[config.mk]
export PLATFORM = sky130hd
export DESIGN_NAME = msc_scan_ctrl
export DESIGN_NICKNAME = d
export VERILOG_FILES = /design/src/verilog/msc_pkg.sv /design/src/verilog/msc_scan_ctrl.sv
export SDC_FILE = /design/constraint.sdc
export NUM_CORES = 2
export LEC_CHECK = 0
export ABC_AREA = 0
export CAP_MARGIN = 20
export CORE_UTILIZATION = 40
export DETAILED_ROUTE_END_ITERATION = 8
export DONT_BUFFER_PORTS = 1
export PLACE_DENSITY = 0.55
export SYNTH_ARGS = -nofsm -noshare
export SYNTH_HDL_FRONTEND = slang
export SYNTH_SLANG_ARGS = --single-unit
[constraint.sdc]
create_clock -name aclk -period 10.5 [get_ports aclk]
set_input_delay 1.05 -clock aclk [delete_from_list [all_inputs] [get_ports aclk]]
set_output_delay 1.05 -clock aclk [all_outputs]
set_load 0.005 [all_outputs]
[src/verilog/msc_pkg.sv]
`default_nettype none
package msc_pkg;
	// ----------------------------------------------------------------
	// Timing
	// ----------------------------------------------------------------
	localparam int unsigned CLK_PERIOD_NS = 4;
	localparam int unsigned MS_PERIOD_NS = 1_000_000;
	localparam int unsigned MS_CYCLES_DEF = MS_PERIOD_NS / CLK_PERIOD_NS;
	localparam int unsigned DEAD_DEF_S = 8;
	localparam logic [31:0] DEAD_DEF_MS = 32'(DEAD_DEF_S * 1000);
	localparam logic [31:0] HOLD_DEF_MS = 32'd50;
	localparam logic [31:0] GAZE_DEF_MS = 32'd100;
	localparam logic [31:0] DWELL_DEF_MS = 32'd0;
	localparam logic [31:0] DEAD_MAX = 32'd999999999;
	localparam logic [31:0] HOLD_MAX = 32'd999999999;
	localparam logic [31:0] GAZE_MAX = 32'd99999999;
	localparam logic [31:0] SQL_MAX = 32'd127;
	localparam logic [6:0] SQL_DEF = 7'h00;
	localparam logic [9:0] CH_FIRST = 10'd0;
	localparam logic [9:0] CH_LAST = 10'd999;
	localparam logic [4:0] ADDR_ALL = 5'h1f;
	localparam int unsigned ADDR_FLAG = 7;
	// ----------------------------------------------------------------
	// Register map and fields
	// ----------------------------------------------------------------
	localparam logic [7:0] REG_CMD = 8'h00;
	localparam logic [7:0] REG_RSP = 8'h04;
	localparam logic [7:0] REG_STAT = 8'h08;
	localparam logic [7:0] REG_MASK = 8'h0c;
	localparam logic [7:0] REG_STATE = 8'h10;
	localparam int unsigned IRQ_ACT = 0;
	localparam int unsigned IRQ_ERR = 1;
	localparam int unsigned IRQ_RSP = 2;
	localparam int unsigned IRQ_W = 3;
	localparam logic [1:0] RESP_OKAY = 2'b00;
	localparam logic [1:0] RESP_SLVERR = 2'b10;
	// ----------------------------------------------------------------
	// Characters
	// ----------------------------------------------------------------
	localparam logic [7:0] ASC_SET = 8'h2a;
	localparam logic [7:0] ASC_GET = 8'h3f;
	localparam logic [7:0] ASC_CR = 8'h0d;
	localparam logic [7:0] ASC_0 = 8'h30;
	localparam logic [7:0] ASC_9 = 8'h39;
	localparam logic [15:0] CODE_SQL = 16'h5331;
	localparam logic [15:0] CODE_STR = 16'h5333;
	localparam logic [15:0] CODE_DWELL = 16'h5431;
	localparam logic [15:0] CODE_DEAD = 16'h5432;
	localparam logic [15:0] CODE_GAZE = 16'h5433;
	localparam logic [15:0] CODE_HOLD = 16'h5434;
	localparam logic [15:0] CODE_OVR_OFF = 16'h5531;
	localparam logic [15:0] CODE_OVR_ON = 16'h5532;
	localparam logic [15:0] CODE_SCAN = 16'h5034;
	localparam logic [15:0] CODE_RESET = 16'h4339;
	localparam logic [15:0] CODE_ERR = 16'h4552;
	localparam logic [7:0] SC_ARG_START = 8'h53;
	localparam logic [7:0] SC_ARG_HALT = 8'h48;
	localparam logic [7:0] SC_ARG_PAUSE = 8'h50;
	localparam logic [7:0] SC_ARG_RESUME = 8'h52;
	// ----------------------------------------------------------------
	// Types
	// ----------------------------------------------------------------
	typedef enum logic [2:0] {
		SC_MANUAL = 3'b000, SC_HOLD = 3'b001, SC_GAZE = 3'b011,
		SC_ACTIVE = 3'b010, SC_PAUSED = 3'b110
	} msc_scan_t;
	typedef enum logic [2:0] {
		PS_IDLE = 3'b000, PS_CODE1 = 3'b001, PS_CODE2 = 3'b011,
		PS_ARG = 3'b010, PS_REPLY = 3'b110
	} msc_parse_t;
	typedef enum logic [1:0] {
		RP_C1 = 2'b00, RP_C2 = 2'b01, RP_DIG = 2'b11, RP_CR = 2'b10
	} msc_rphase_t;
	typedef struct packed {
		logic [7:0] awaddr;
		logic awvalid;
		logic [31:0] wdata;
		logic [3:0] wstrb;
		logic wvalid;
		logic bready;
		logic [7:0] araddr;
		logic arvalid;
		logic rready;
	} msc_axi_req_t;
	typedef struct packed {
		logic awready;
		logic wready;
		logic [1:0] bresp;
		logic bvalid;
		logic arready;
		logic [31:0] rdata;
		logic [1:0] rresp;
		logic rvalid;
	} msc_axi_rsp_t;
endpackage : msc_pkg
`default_nettype wire

[src/verilog/msc_scan_ctrl.sv]
`timescale 1ns/10ps
`default_nettype none
// Function
// - Scan start walks channels 0 to 999 when no range is set.
// - Scan start with no programmed channel answers an error, stays manual.
// - Halt ends scanning, returns to manual, keeps current channel.
// - Pause acts only while scanning; ignored otherwise.
// - Resume acts only while paused; ignored otherwise.
// - Strength below squelch level means invalid signal and muted audio.
// - Strength query reports the same 0 to 127 value used for squelch.
// - Dwell limits time on active channel; zero means stay while squelch open.
// - Dead time holds channel after activity ends; default 8 s.
// - Smaller of dwell and dead settings decides when scanning resumes.
// - Gaze time sets how long each new channel is watched.
// - Hold-off wait after tuning before judging activity; default 50 ms.
// - Override off and all switches on: answer every command.
// - Otherwise answer only commands carrying the switch address, switch 4 MSB.
// - Override-off command hands addressing back to the switches.
// - Override-on answers all commands until override-off, reset command or power reset.
module msc_scan_ctrl #(
	parameter int unsigned MS_CYCLES = msc_pkg::MS_CYCLES_DEF
) (
	input wire logic aclk,
	input wire logic aresetn,
	input wire msc_pkg::msc_axi_req_t axi_req,
	output msc_pkg::msc_axi_rsp_t axi_rsp,
	output logic irq,
	input wire logic [4:0] address_switch_bank,
	input wire logic [6:0] s_meter,
	input wire logic chan_any_prog,
	output logic [9:0] scan_chan,
	output logic [2:0] scan_mode,
	output logic audio_mute
);
	import msc_pkg::*;

	typedef struct packed {
		msc_scan_t scan;
		logic [9:0] chan;
		logic [31:0] div;
		logic [31:0] tmr;
		logic [31:0] dead;
		logic mute;
		logic [6:0] sql;
		logic [31:0] dwell;
		logic [31:0] deadset;
		logic [31:0] gaze;
		logic [31:0] hold;
		logic ovr;
		msc_parse_t ps;
		logic get;
		logic [15:0] code;
		logic [7:0] argc;
		logic [31:0] val;
		logic has_addr;
		logic [4:0] addr;
		msc_rphase_t rp;
		logic [15:0] rcode;
		logic rdig;
		logic [31:0] rval;
		logic [3:0] pw;
		logic [3:0] dig;
		logic started;
		logic rsp_v;
		logic [7:0] rsp;
		logic aw_v;
		logic [7:0] awa;
		logic w_v;
		logic [31:0] wd;
		logic [3:0] ws;
		logic bv;
		logic [1:0] br;
		logic rv;
		logic [31:0] rd;
		logic [1:0] rr;
		logic [IRQ_W-1:0] stat;
		logic [IRQ_W-1:0] mask;
	} msc_state_t;

	msc_state_t q, d;
	logic tick, open, dwell_gov, leave_ok, acc, exec_start;

	function automatic logic [31:0] pow10(input logic [3:0] p);
		case (p)
			4'd0: pow10 = 32'd1;
			4'd1: pow10 = 32'd10;
			4'd2: pow10 = 32'd100;
			4'd3: pow10 = 32'd1000;
			4'd4: pow10 = 32'd10000;
			4'd5: pow10 = 32'd100000;
			4'd6: pow10 = 32'd1000000;
			4'd7: pow10 = 32'd10000000;
			default: pow10 = 32'd100000000;
		endcase
	endfunction : pow10

	function automatic logic mapped(input logic [7:0] a);
		mapped = (a == REG_CMD) || (a == REG_RSP) || (a == REG_STAT) ||
			(a == REG_MASK) || (a == REG_STATE);
	endfunction : mapped

	assign tick = (q.div == 32'(MS_CYCLES - 1));
	assign open = (s_meter >= q.sql);
	assign dwell_gov = (q.dwell != 32'd0) && (q.dwell < q.deadset);
	assign leave_ok = dwell_gov ? (q.tmr >= q.dwell) : (!open && q.dead >= q.deadset);
	assign acc = q.ovr || (address_switch_bank == ADDR_ALL) ||
		(q.has_addr && q.addr == address_switch_bank);

	always_comb begin
		logic [IRQ_W-1:0] ev;
		logic [IRQ_W-1:0] clr;
		logic byte_v;
		logic [7:0] b;
		logic err;
		logic reply;
		logic [31:0] rv_val;
		ev = '0;
		clr = '0;
		byte_v = 1'b0;
		b = 8'h00;
		err = 1'b0;
		reply = 1'b0;
		rv_val = 32'd0;
		exec_start = 1'b0;
		d = q;
		// ------------------------------------------------------------
		// Millisecond tick and squelch
		// ------------------------------------------------------------
		d.div = tick ? 32'd0 : q.div + 32'd1;
		d.mute = !open;
		// ------------------------------------------------------------
		// Scan sequencer
		// ------------------------------------------------------------
		unique case (q.scan)
			SC_MANUAL, SC_PAUSED: begin
			end
			SC_HOLD: begin
				if (q.tmr >= q.hold) begin
					d.scan = SC_GAZE;
					d.tmr = 32'd0;
				end else if (tick) begin
					d.tmr = q.tmr + 32'd1;
				end
			end
			SC_GAZE: begin
				if (open) begin
					d.scan = SC_ACTIVE;
					d.tmr = 32'd0;
					d.dead = 32'd0;
					ev[IRQ_ACT] = 1'b1;
				end else if (q.tmr >= q.gaze) begin
					d.scan = SC_HOLD;
					d.tmr = 32'd0;
					d.chan = (q.chan == CH_LAST) ? CH_FIRST : q.chan + 10'd1;
				end else if (tick) begin
					d.tmr = q.tmr + 32'd1;
				end
			end
			SC_ACTIVE: begin
				if (leave_ok) begin
					d.scan = SC_HOLD;
					d.tmr = 32'd0;
					d.chan = (q.chan == CH_LAST) ? CH_FIRST : q.chan + 10'd1;
				end else begin
					if (tick) begin
						d.tmr = q.tmr + 32'd1;
					end
					// Dead time restarts whenever squelch reopens
					d.dead = open ? 32'd0 : (tick ? q.dead + 32'd1 : q.dead);
				end
			end
		endcase
		// ------------------------------------------------------------
		// AXI4-Lite slave
		// ------------------------------------------------------------
		if (q.bv && axi_req.bready) begin
			d.bv = 1'b0;
		end
		if (q.rv && axi_req.rready) begin
			d.rv = 1'b0;
		end
		if (axi_req.awvalid && !q.aw_v) begin
			d.aw_v = 1'b1;
			d.awa = axi_req.awaddr;
		end
		if (axi_req.wvalid && !q.w_v) begin
			d.w_v = 1'b1;
			d.wd = axi_req.wdata;
			d.ws = axi_req.wstrb;
		end
		// Command bytes stall while a reply is still being produced
		if (q.aw_v && q.w_v && !q.bv && !(q.awa == REG_CMD && q.ps == PS_REPLY)) begin
			d.aw_v = 1'b0;
			d.w_v = 1'b0;
			d.bv = 1'b1;
			d.br = mapped(q.awa) ? RESP_OKAY : RESP_SLVERR;
			if (q.ws[0]) begin
				if (q.awa == REG_CMD) begin
					byte_v = 1'b1;
					b = q.wd[7:0];
				end else if (q.awa == REG_STAT) begin
					clr = q.wd[IRQ_W-1:0];
				end else if (q.awa == REG_MASK) begin
					d.mask = q.wd[IRQ_W-1:0];
				end
			end
		end
		if (axi_req.arvalid && !q.rv) begin
			d.rv = 1'b1;
			d.rr = mapped(axi_req.araddr) ? RESP_OKAY : RESP_SLVERR;
			d.rd = 32'd0;
			if (axi_req.araddr == REG_CMD) begin
				d.rd = {31'd0, q.ps == PS_REPLY};
			end else if (axi_req.araddr == REG_RSP) begin
				d.rd = {23'd0, q.rsp_v, q.rsp};
				d.rsp_v = 1'b0;
			end else if (axi_req.araddr == REG_STAT) begin
				d.rd = {{(32-IRQ_W){1'b0}}, q.stat};
			end else if (axi_req.araddr == REG_MASK) begin
				d.rd = {{(32-IRQ_W){1'b0}}, q.mask};
			end else if (axi_req.araddr == REG_STATE) begin
				d.rd = {9'd0, s_meter, 1'b0, q.ovr, q.mute, q.scan, q.chan};
			end
		end
		// ------------------------------------------------------------
		// Command parser
		// ------------------------------------------------------------
		if (byte_v) begin
			if (b == ASC_CR) begin
				d.ps = PS_IDLE;
				d.has_addr = 1'b0;
				if (q.ps == PS_ARG && acc) begin
					unique case (q.code)
						CODE_SQL: begin
							if (q.get) begin
								reply = 1'b1;
								rv_val = {25'd0, q.sql};
							end else if (q.val > SQL_MAX) begin
								err = 1'b1;
							end else begin
								d.sql = q.val[6:0];
							end
						end
						CODE_STR: begin
							err = !q.get;
							reply = q.get;
							rv_val = {25'd0, s_meter};
						end
						CODE_DWELL: begin
							if (q.get) begin
								reply = 1'b1;
								rv_val = q.dwell;
							end else if (q.val > GAZE_MAX) begin
								err = 1'b1;
							end else begin
								d.dwell = q.val;
							end
						end
						CODE_DEAD: begin
							if (q.get) begin
								reply = 1'b1;
								rv_val = q.deadset;
							end else if (q.val > DEAD_MAX) begin
								err = 1'b1;
							end else begin
								d.deadset = q.val;
							end
						end
						CODE_GAZE: begin
							if (q.get) begin
								reply = 1'b1;
								rv_val = q.gaze;
							end else if (q.val > GAZE_MAX) begin
								err = 1'b1;
							end else begin
								d.gaze = q.val;
							end
						end
						CODE_HOLD: begin
							if (q.get) begin
								reply = 1'b1;
								rv_val = q.hold;
							end else if (q.val > HOLD_MAX) begin
								err = 1'b1;
							end else begin
								d.hold = q.val;
							end
						end
						CODE_OVR_OFF: begin
							err = q.get;
							if (!q.get) begin
								d.ovr = 1'b0;
							end
						end
						CODE_OVR_ON: begin
							err = q.get;
							if (!q.get) begin
								d.ovr = 1'b1;
							end
						end
						CODE_RESET: begin
							err = q.get;
							if (!q.get) begin
								d.ovr = 1'b0;
								d.scan = SC_MANUAL;
								d.chan = q.chan;
								d.sql = SQL_DEF;
								d.dwell = DWELL_DEF_MS;
								d.deadset = DEAD_DEF_MS;
								d.gaze = GAZE_DEF_MS;
								d.hold = HOLD_DEF_MS;
							end
						end
						CODE_SCAN: begin
							if (q.get) begin
								err = 1'b1;
							end else if (q.argc == SC_ARG_START) begin
								exec_start = 1'b1;
								if (!chan_any_prog) begin
									err = 1'b1;
								end else begin
									d.scan = SC_HOLD;
									d.chan = CH_FIRST;
									d.tmr = 32'd0;
								end
							end else if (q.argc == SC_ARG_HALT) begin
								d.scan = SC_MANUAL;
								// Halt outranks a channel step falling in the same cycle
								d.chan = q.chan;
							end else if (q.argc == SC_ARG_PAUSE) begin
								if (q.scan != SC_MANUAL && q.scan != SC_PAUSED) begin
									d.scan = SC_PAUSED;
									d.chan = q.chan;
								end
							end else if (q.argc == SC_ARG_RESUME) begin
								if (q.scan == SC_PAUSED) begin
									d.scan = SC_HOLD;
									d.tmr = 32'd0;
								end
							end else begin
								err = 1'b1;
							end
						end
						default: err = 1'b1;
					endcase
				end
			end else begin
				unique case (q.ps)
					PS_IDLE: begin
						if (b[ADDR_FLAG]) begin
							d.has_addr = 1'b1;
							d.addr = b[4:0];
						end else if (b == ASC_SET || b == ASC_GET) begin
							d.get = (b == ASC_GET);
							d.ps = PS_CODE1;
						end
					end
					PS_CODE1: begin
						d.code = {b, 8'h00};
						d.ps = PS_CODE2;
					end
					PS_CODE2: begin
						d.code = {q.code[15:8], b};
						d.ps = PS_ARG;
						d.val = 32'd0;
						d.argc = 8'h00;
					end
					PS_ARG: begin
						if (b >= ASC_0 && b <= ASC_9) begin
							d.val = q.val * 32'd10 + {28'd0, b[3:0]};
						end else begin
							d.argc = b;
						end
					end
					PS_REPLY: begin
					end
				endcase
			end
		end
		if (err || reply) begin
			d.ps = PS_REPLY;
			d.rp = RP_C1;
			d.rcode = err ? CODE_ERR : q.code;
			d.rdig = reply;
			d.rval = rv_val;
			d.pw = 4'd8;
			d.dig = 4'd0;
			d.started = 1'b0;
			ev[IRQ_ERR] = err;
		end
		// ------------------------------------------------------------
		// Reply generator, one byte per free response slot
		// ------------------------------------------------------------
		if (q.ps == PS_REPLY && !q.rsp_v) begin
			unique case (q.rp)
				RP_C1: begin
					d.rsp = q.rcode[15:8];
					d.rsp_v = 1'b1;
					d.rp = RP_C2;
				end
				RP_C2: begin
					d.rsp = q.rcode[7:0];
					d.rsp_v = 1'b1;
					d.rp = q.rdig ? RP_DIG : RP_CR;
				end
				RP_DIG: begin
					if (q.rval >= pow10(q.pw)) begin
						d.rval = q.rval - pow10(q.pw);
						d.dig = q.dig + 4'd1;
					end else begin
						// Leading zeros dropped, last digit always sent
						if (q.dig != 4'd0 || q.started || q.pw == 4'd0) begin
							d.rsp = ASC_0 + {4'd0, q.dig};
							d.rsp_v = 1'b1;
							d.started = 1'b1;
						end
						d.dig = 4'd0;
						if (q.pw == 4'd0) begin
							d.rp = RP_CR;
						end else begin
							d.pw = q.pw - 4'd1;
						end
					end
				end
				RP_CR: begin
					d.rsp = ASC_CR;
					d.rsp_v = 1'b1;
					d.ps = PS_IDLE;
				end
			endcase
		end
		ev[IRQ_RSP] = d.rsp_v && !q.rsp_v;
		// Hardware set wins over a same-cycle clear
		d.stat = (q.stat & ~clr) | ev;
	end

	always_ff @(posedge aclk) begin
		if (!aresetn) begin
			q <= '0;
			q.scan <= SC_MANUAL;
			q.ps <= PS_IDLE;
			q.rp <= RP_C1;
			q.mute <= 1'b1;
			q.sql <= SQL_DEF;
			q.dwell <= DWELL_DEF_MS;
			q.deadset <= DEAD_DEF_MS;
			q.gaze <= GAZE_DEF_MS;
			q.hold <= HOLD_DEF_MS;
		end else begin
			q <= d;
		end
	end

	assign axi_rsp = '{awready: !q.aw_v, wready: !q.w_v, bresp: q.br, bvalid: q.bv,
		arready: !q.rv, rdata: q.rd, rresp: q.rr, rvalid: q.rv};
	assign irq = |(q.stat & q.mask);
	assign scan_chan = q.chan;
	assign scan_mode = q.scan;
	assign audio_mute = q.mute;
endmodule : msc_scan_ctrl
`default_nettype wire

==> metrics.txt <==
# TYPE chip_impl_metric gauge
chip_impl_info{name="outcome",value="completed"} 1
chip_impl_metric{name="cts.repair_timing.setup_buffer_count",unit=""} 0
chip_impl_metric{name="slew_violations",unit=""} 0
chip_impl_info{name="tritoncts",value="done"} 1
chip_impl_info{name="yosysMostFrequentCell",value="nor2_1"} 1
chip_impl_metric{name="grt_start_max_net_pins",unit=""} 139
chip_impl_metric{name="post-layout-total-power",unit="W"} 0.00356
chip_impl_metric{name="sequential_to_total_area_share_from_yosys_stat",unit="%"} 32.3
chip_impl_metric{name="clk_transition_reported_paths",unit="ns"} 0.06
chip_impl_metric{name="synth_edf_count",unit=""} 0
chip_impl_info{name="critical_path_type",value="reg2reg"} 1
chip_impl_info{name="path_cells",value="inv_1 -> nand2_1 -> ha_1 -> a21o_1 -> a211oi_1 -> o21ai_0 -> a21oi_1 -> o21ai_0 -> a21oi_1 -> nand2b_1 -> buf_4 -> or4_1 -> nand2_1 -> a221oi_1 -> nor2_1"} 1
chip_impl_metric{name="finalHoldViolCount",unit=""} 0
chip_impl_metric{name="count_of_synthesis_stage_warnings_from_yosys",unit=""} 0
chip_impl_metric{name="cts.sink_count",unit=""} 448
chip_impl_metric{name="cell_depth_of_the_worst_min_delay_path",unit=""} 1
chip_impl_info{name="cts_root_buffer",value="clkbuf_16"} 1
chip_impl_metric{name="io_pins",unit=""} 128
chip_impl_metric{name="synthDistinctLibCells",unit=""} 96
chip_impl_metric{name="timing.slew.headroom",unit="%"} 27.4
chip_impl_metric{name="port_buffers",unit=""} 0
chip_impl_metric{name="fillerInstances",unit=""} 7013
chip_impl_metric{name="final_critical_path_required_period",unit="ns"} 4.89
chip_impl_metric{name="critical_path_arrival",unit="ns"} 5.37
chip_impl_metric{name="coreArea",unit="sq um"} 68600
chip_impl_metric{name="synthCells",unit=""} 3547
chip_impl_metric{name="post_synth_instance_area",unit="sq um"} 27700
chip_impl_metric{name="antenna-diode-count",unit=""} 0
chip_impl_metric{name="std_cell_rows",unit=""} 96
chip_impl_info{name="synth_flop_cell",value="dfxtp_1"} 1
chip_impl_info{name="cp_top_family",value="compound AO/OA/AOI/OAI gates"} 1
chip_impl_metric{name="cp_slowest_stage_delay",unit="ns"} 0.77
chip_impl_metric{name="switching_share",unit="%"} 23.1
chip_impl_metric{name="num-nets-final",unit=""} 3765
chip_impl_metric{name="first_global_vias",unit=""} 22700
chip_impl_metric{name="buffer_levels_on_the_longest_clock_path",unit=""} 3
chip_impl_info{name="crit_path_start_kind",value="flop"} 1
chip_impl_metric{name="vdd_ir_drop_max",unit="mV"} 0.119
chip_impl_metric{name="first_pass_grt_wire_length",unit="um"} 134000
chip_impl_metric{name="multiInputGateArea",unit="sq um"} 17100
chip_impl_metric{name="tritoncts.num_buffers",unit=""} 52
chip_impl_info{name="worst_hold_path_type",value="reg2reg"} 1
chip_impl_metric{name="fin_tns_setup",unit="ns"} 0
chip_impl_metric{name="dieHeight",unit="um"} 265
chip_impl_metric{name="slew_worst_pin",unit="ns"} 1.09
chip_impl_metric{name="worst-path-buf-inv",unit=""} 2
chip_impl_metric{name="p_seq_share",unit="%"} 48.2
chip_impl_metric{name="skew",unit="ns"} 0.0291
chip_impl_metric{name="asyncSetResetFlopFracSynth",unit="%"} 0
chip_impl_metric{name="detailroute.via_count",unit=""} 24500
chip_impl_info{name="gr-max-usage-layer",value="met2"} 1
chip_impl_metric{name="path_max_fanout",unit=""} 23
chip_impl_metric{name="final_setup_violations",unit=""} 0
chip_impl_metric{name="r2r_cells",unit=""} 15
chip_impl_metric{name="ctsHoldBuffers",unit=""} 0
chip_impl_metric{name="design.die.area",unit="sq um"} 70400
chip_impl_info{name="post_synth_most_frequent_cells",value="nor2_1, dfxtp_1, a21oi_1"} 1
chip_impl_metric{name="comb_power_share",unit="%"} 1.8
chip_impl_metric{name="clock_power_share",unit="%"} 50.0
chip_impl_metric{name="dpl_wire_length",unit="um"} 62300
chip_impl_metric{name="combined_global_route_utilization_of_all_metal_layers",unit="%"} 24.1
chip_impl_metric{name="met2_layer_usage_reported_by_global_route",unit="%"} 38.2
chip_impl_metric{name="avgSynthCellArea",unit="sq um"} 7.82
chip_impl_metric{name="global_route.usage.met3",unit="%"} 2.97
chip_impl_metric{name="total_wirelength",unit="um"} 85600
chip_impl_metric{name="ctsHtreeMaxLevel",unit=""} 2
chip_impl_info{name="endpoint_kind",value="flop"} 1
chip_impl_metric{name="leakage",unit="nW"} 11.7
chip_impl_metric{name="netSwitchingPower",unit="W"} 0.000822
chip_impl_metric{name="area_growth",unit="%"} 7.59
chip_impl_metric{name="drcViolationCount",unit=""} 0
chip_impl_metric{name="drv.max_cap_violation_count",unit=""} 0
chip_impl_info{name="ranking_of_synthesized_cells_by_area",value="dfxtp_1, ha_1, nor2_1"} 1
chip_impl_metric{name="yosys_register_bits",unit=""} 448
chip_impl_metric{name="initial_utilization",unit="%"} 40.4
chip_impl_metric{name="drive_gt1_share",unit="%"} 4.70
chip_impl_metric{name="yosysTopAreaCellShare",unit="%"} 32.3
chip_impl_metric{name="power_report.internal_total",unit="W"} 0.00274
chip_impl_info{name="synth_top_cell_by_area",value="dfxtp_1"} 1
chip_impl_metric{name="worstPathRequired",unit="ns"} 10.99
chip_impl_metric{name="power_per_cell_area",unit="nW/um^2"} 119
chip_impl_metric{name="avgViaCountPerCell",unit=""} 5.58
chip_impl_metric{name="initialDrtViolationCount",unit=""} 1752
chip_impl_metric{name="drt.antenna.violating_nets",unit=""} 0
chip_impl_info{name="timing.critical_path.slowest_stage_cell",value="nand2b_1"} 1
chip_impl_metric{name="grt_use_met1",unit="%"} 34.2
chip_impl_metric{name="gr-total-overflow",unit=""} 0
chip_impl_metric{name="detail_route.wl_per_cell",unit="um"} 19.5
chip_impl_metric{name="seq_area",unit="sq um"} 8970
chip_impl_metric{name="place_congestion",unit=""} 0.889
chip_impl_metric{name="die_x",unit="um"} 265
chip_impl_metric{name="clk-insertion-delay-late",unit="ns"} 0.63
chip_impl_metric{name="crit_cells",unit=""} 15
chip_impl_metric{name="number_of_antenna_violations_at_the_first_check_in_global_routing",unit=""} 1
chip_impl_info{name="rsz_0062_raised_after_global_routing",value="false"} 1
chip_impl_metric{name="first_pass_iters",unit=""} 5
chip_impl_metric{name="max_clock_freq",unit="MHz"} 205
chip_impl_metric{name="post-route-period-util",unit="%"} 46.5
chip_impl_metric{name="post_cts.resized_instances",unit=""} 0
==> path summary, 6_finish.rpt <==
check | to | slack, ns | start
max | q[133]$_SDFF_PN0_ | 5.61 | q[107]$_SDFF_PN0_
max reg2reg | q[133]$_SDFF_PN0_ | 5.61 | q[107]$_SDFF_PN0_
min | q[426]$_SDFF_PP0_ | 0.45 | q[426]$_SDFF_PP0_
min reg2reg | q[426]$_SDFF_PP0_ | 0.45 | q[426]$_SDFF_PP0_
==> layer usage <==
layer,up-vias,wire length [um]
met1,11600,41300
met3,113,4320
li1,12300,-
met5,-,0
met4,0,2150
met2,556,37800
==> power by group through the flow <==
stage | Clock [W] | Sequential, W | Combinational [W]
after global placement | 0 | 0.00175 | 0.0000640
after detailed placement | 0 | 0.00175 | 0.0000647
after global routing | 0.00189 | 0.00172 | 0.0000709
after CTS | 0.00182 | 0.00172 | 0.0000647
after floorplan | 0 | 0.00175 | 0.0000592
final | 0.00178 | 0.00172 | 0.0000639
==> registers in the layout (all words and copies together), names as in the netlist, named ones only <==
| signal | count |
|---|---|
| q | 392 |
| scan_mode | 3 |
| axi_rsp | 26 |
| audio_mute | 1 |
| scan_chan | 10 |
==> layout by cell type, fill, tap and decap left out, types with 29 or more instances in the layout <==
master,instances
a22oi_1,58
nand3_1,132
o21ai_0,147
ha_1,261
dfxtp_1,448
nor3_1,59
a21o_1,64
nand2_1,283
nor2b_1,29
clkbuf_16,52
and3_1,64
nor4_1,33
inv_1,196
xor2_1,74
or3_1,30
mux2i_1,32
xnor2_1,85
nor2_1,547
a21oi_1,306
nand4_1,60
==> kinds of logic after synthesis <==
kind of cell,synth area share (%)
simple gates,23.7
mux,1.37
fa+ha+maj,12.0
buf+inv,6.21
flops,32.3
other cells,0.0135
compound gates,19.4
xor+xnor,5.02
==> metrics by stage <==
step                cells  setup WS [ns]  util, %  cell area, sq um  hold slack [ns]
finish               4396           5.61     43.5             29800            0.451
global route         4396           5.10     43.5             29800            0.469
CTS                  4396           5.58     43.5             29800            0.452
detailed placement   4306           5.61     41.1             28200            0.439
global placement     4306           5.58     41.1             28200            0.432
floorplan            3558           6.78        -             27800            0.418
==> layout make-up <==
class / count / area share (%)
sequential: 448 / 30.1
clock buffer: 73 / 5.03
timing repair buffer: 22 / 0.595
inverter: 197 / 2.50
multi-input combinational: 2708 / 57.4
tap: 931 / 3.90
clock inverter: 17 / 0.486
No activity file was read; power rests on OpenSTA's default activity.
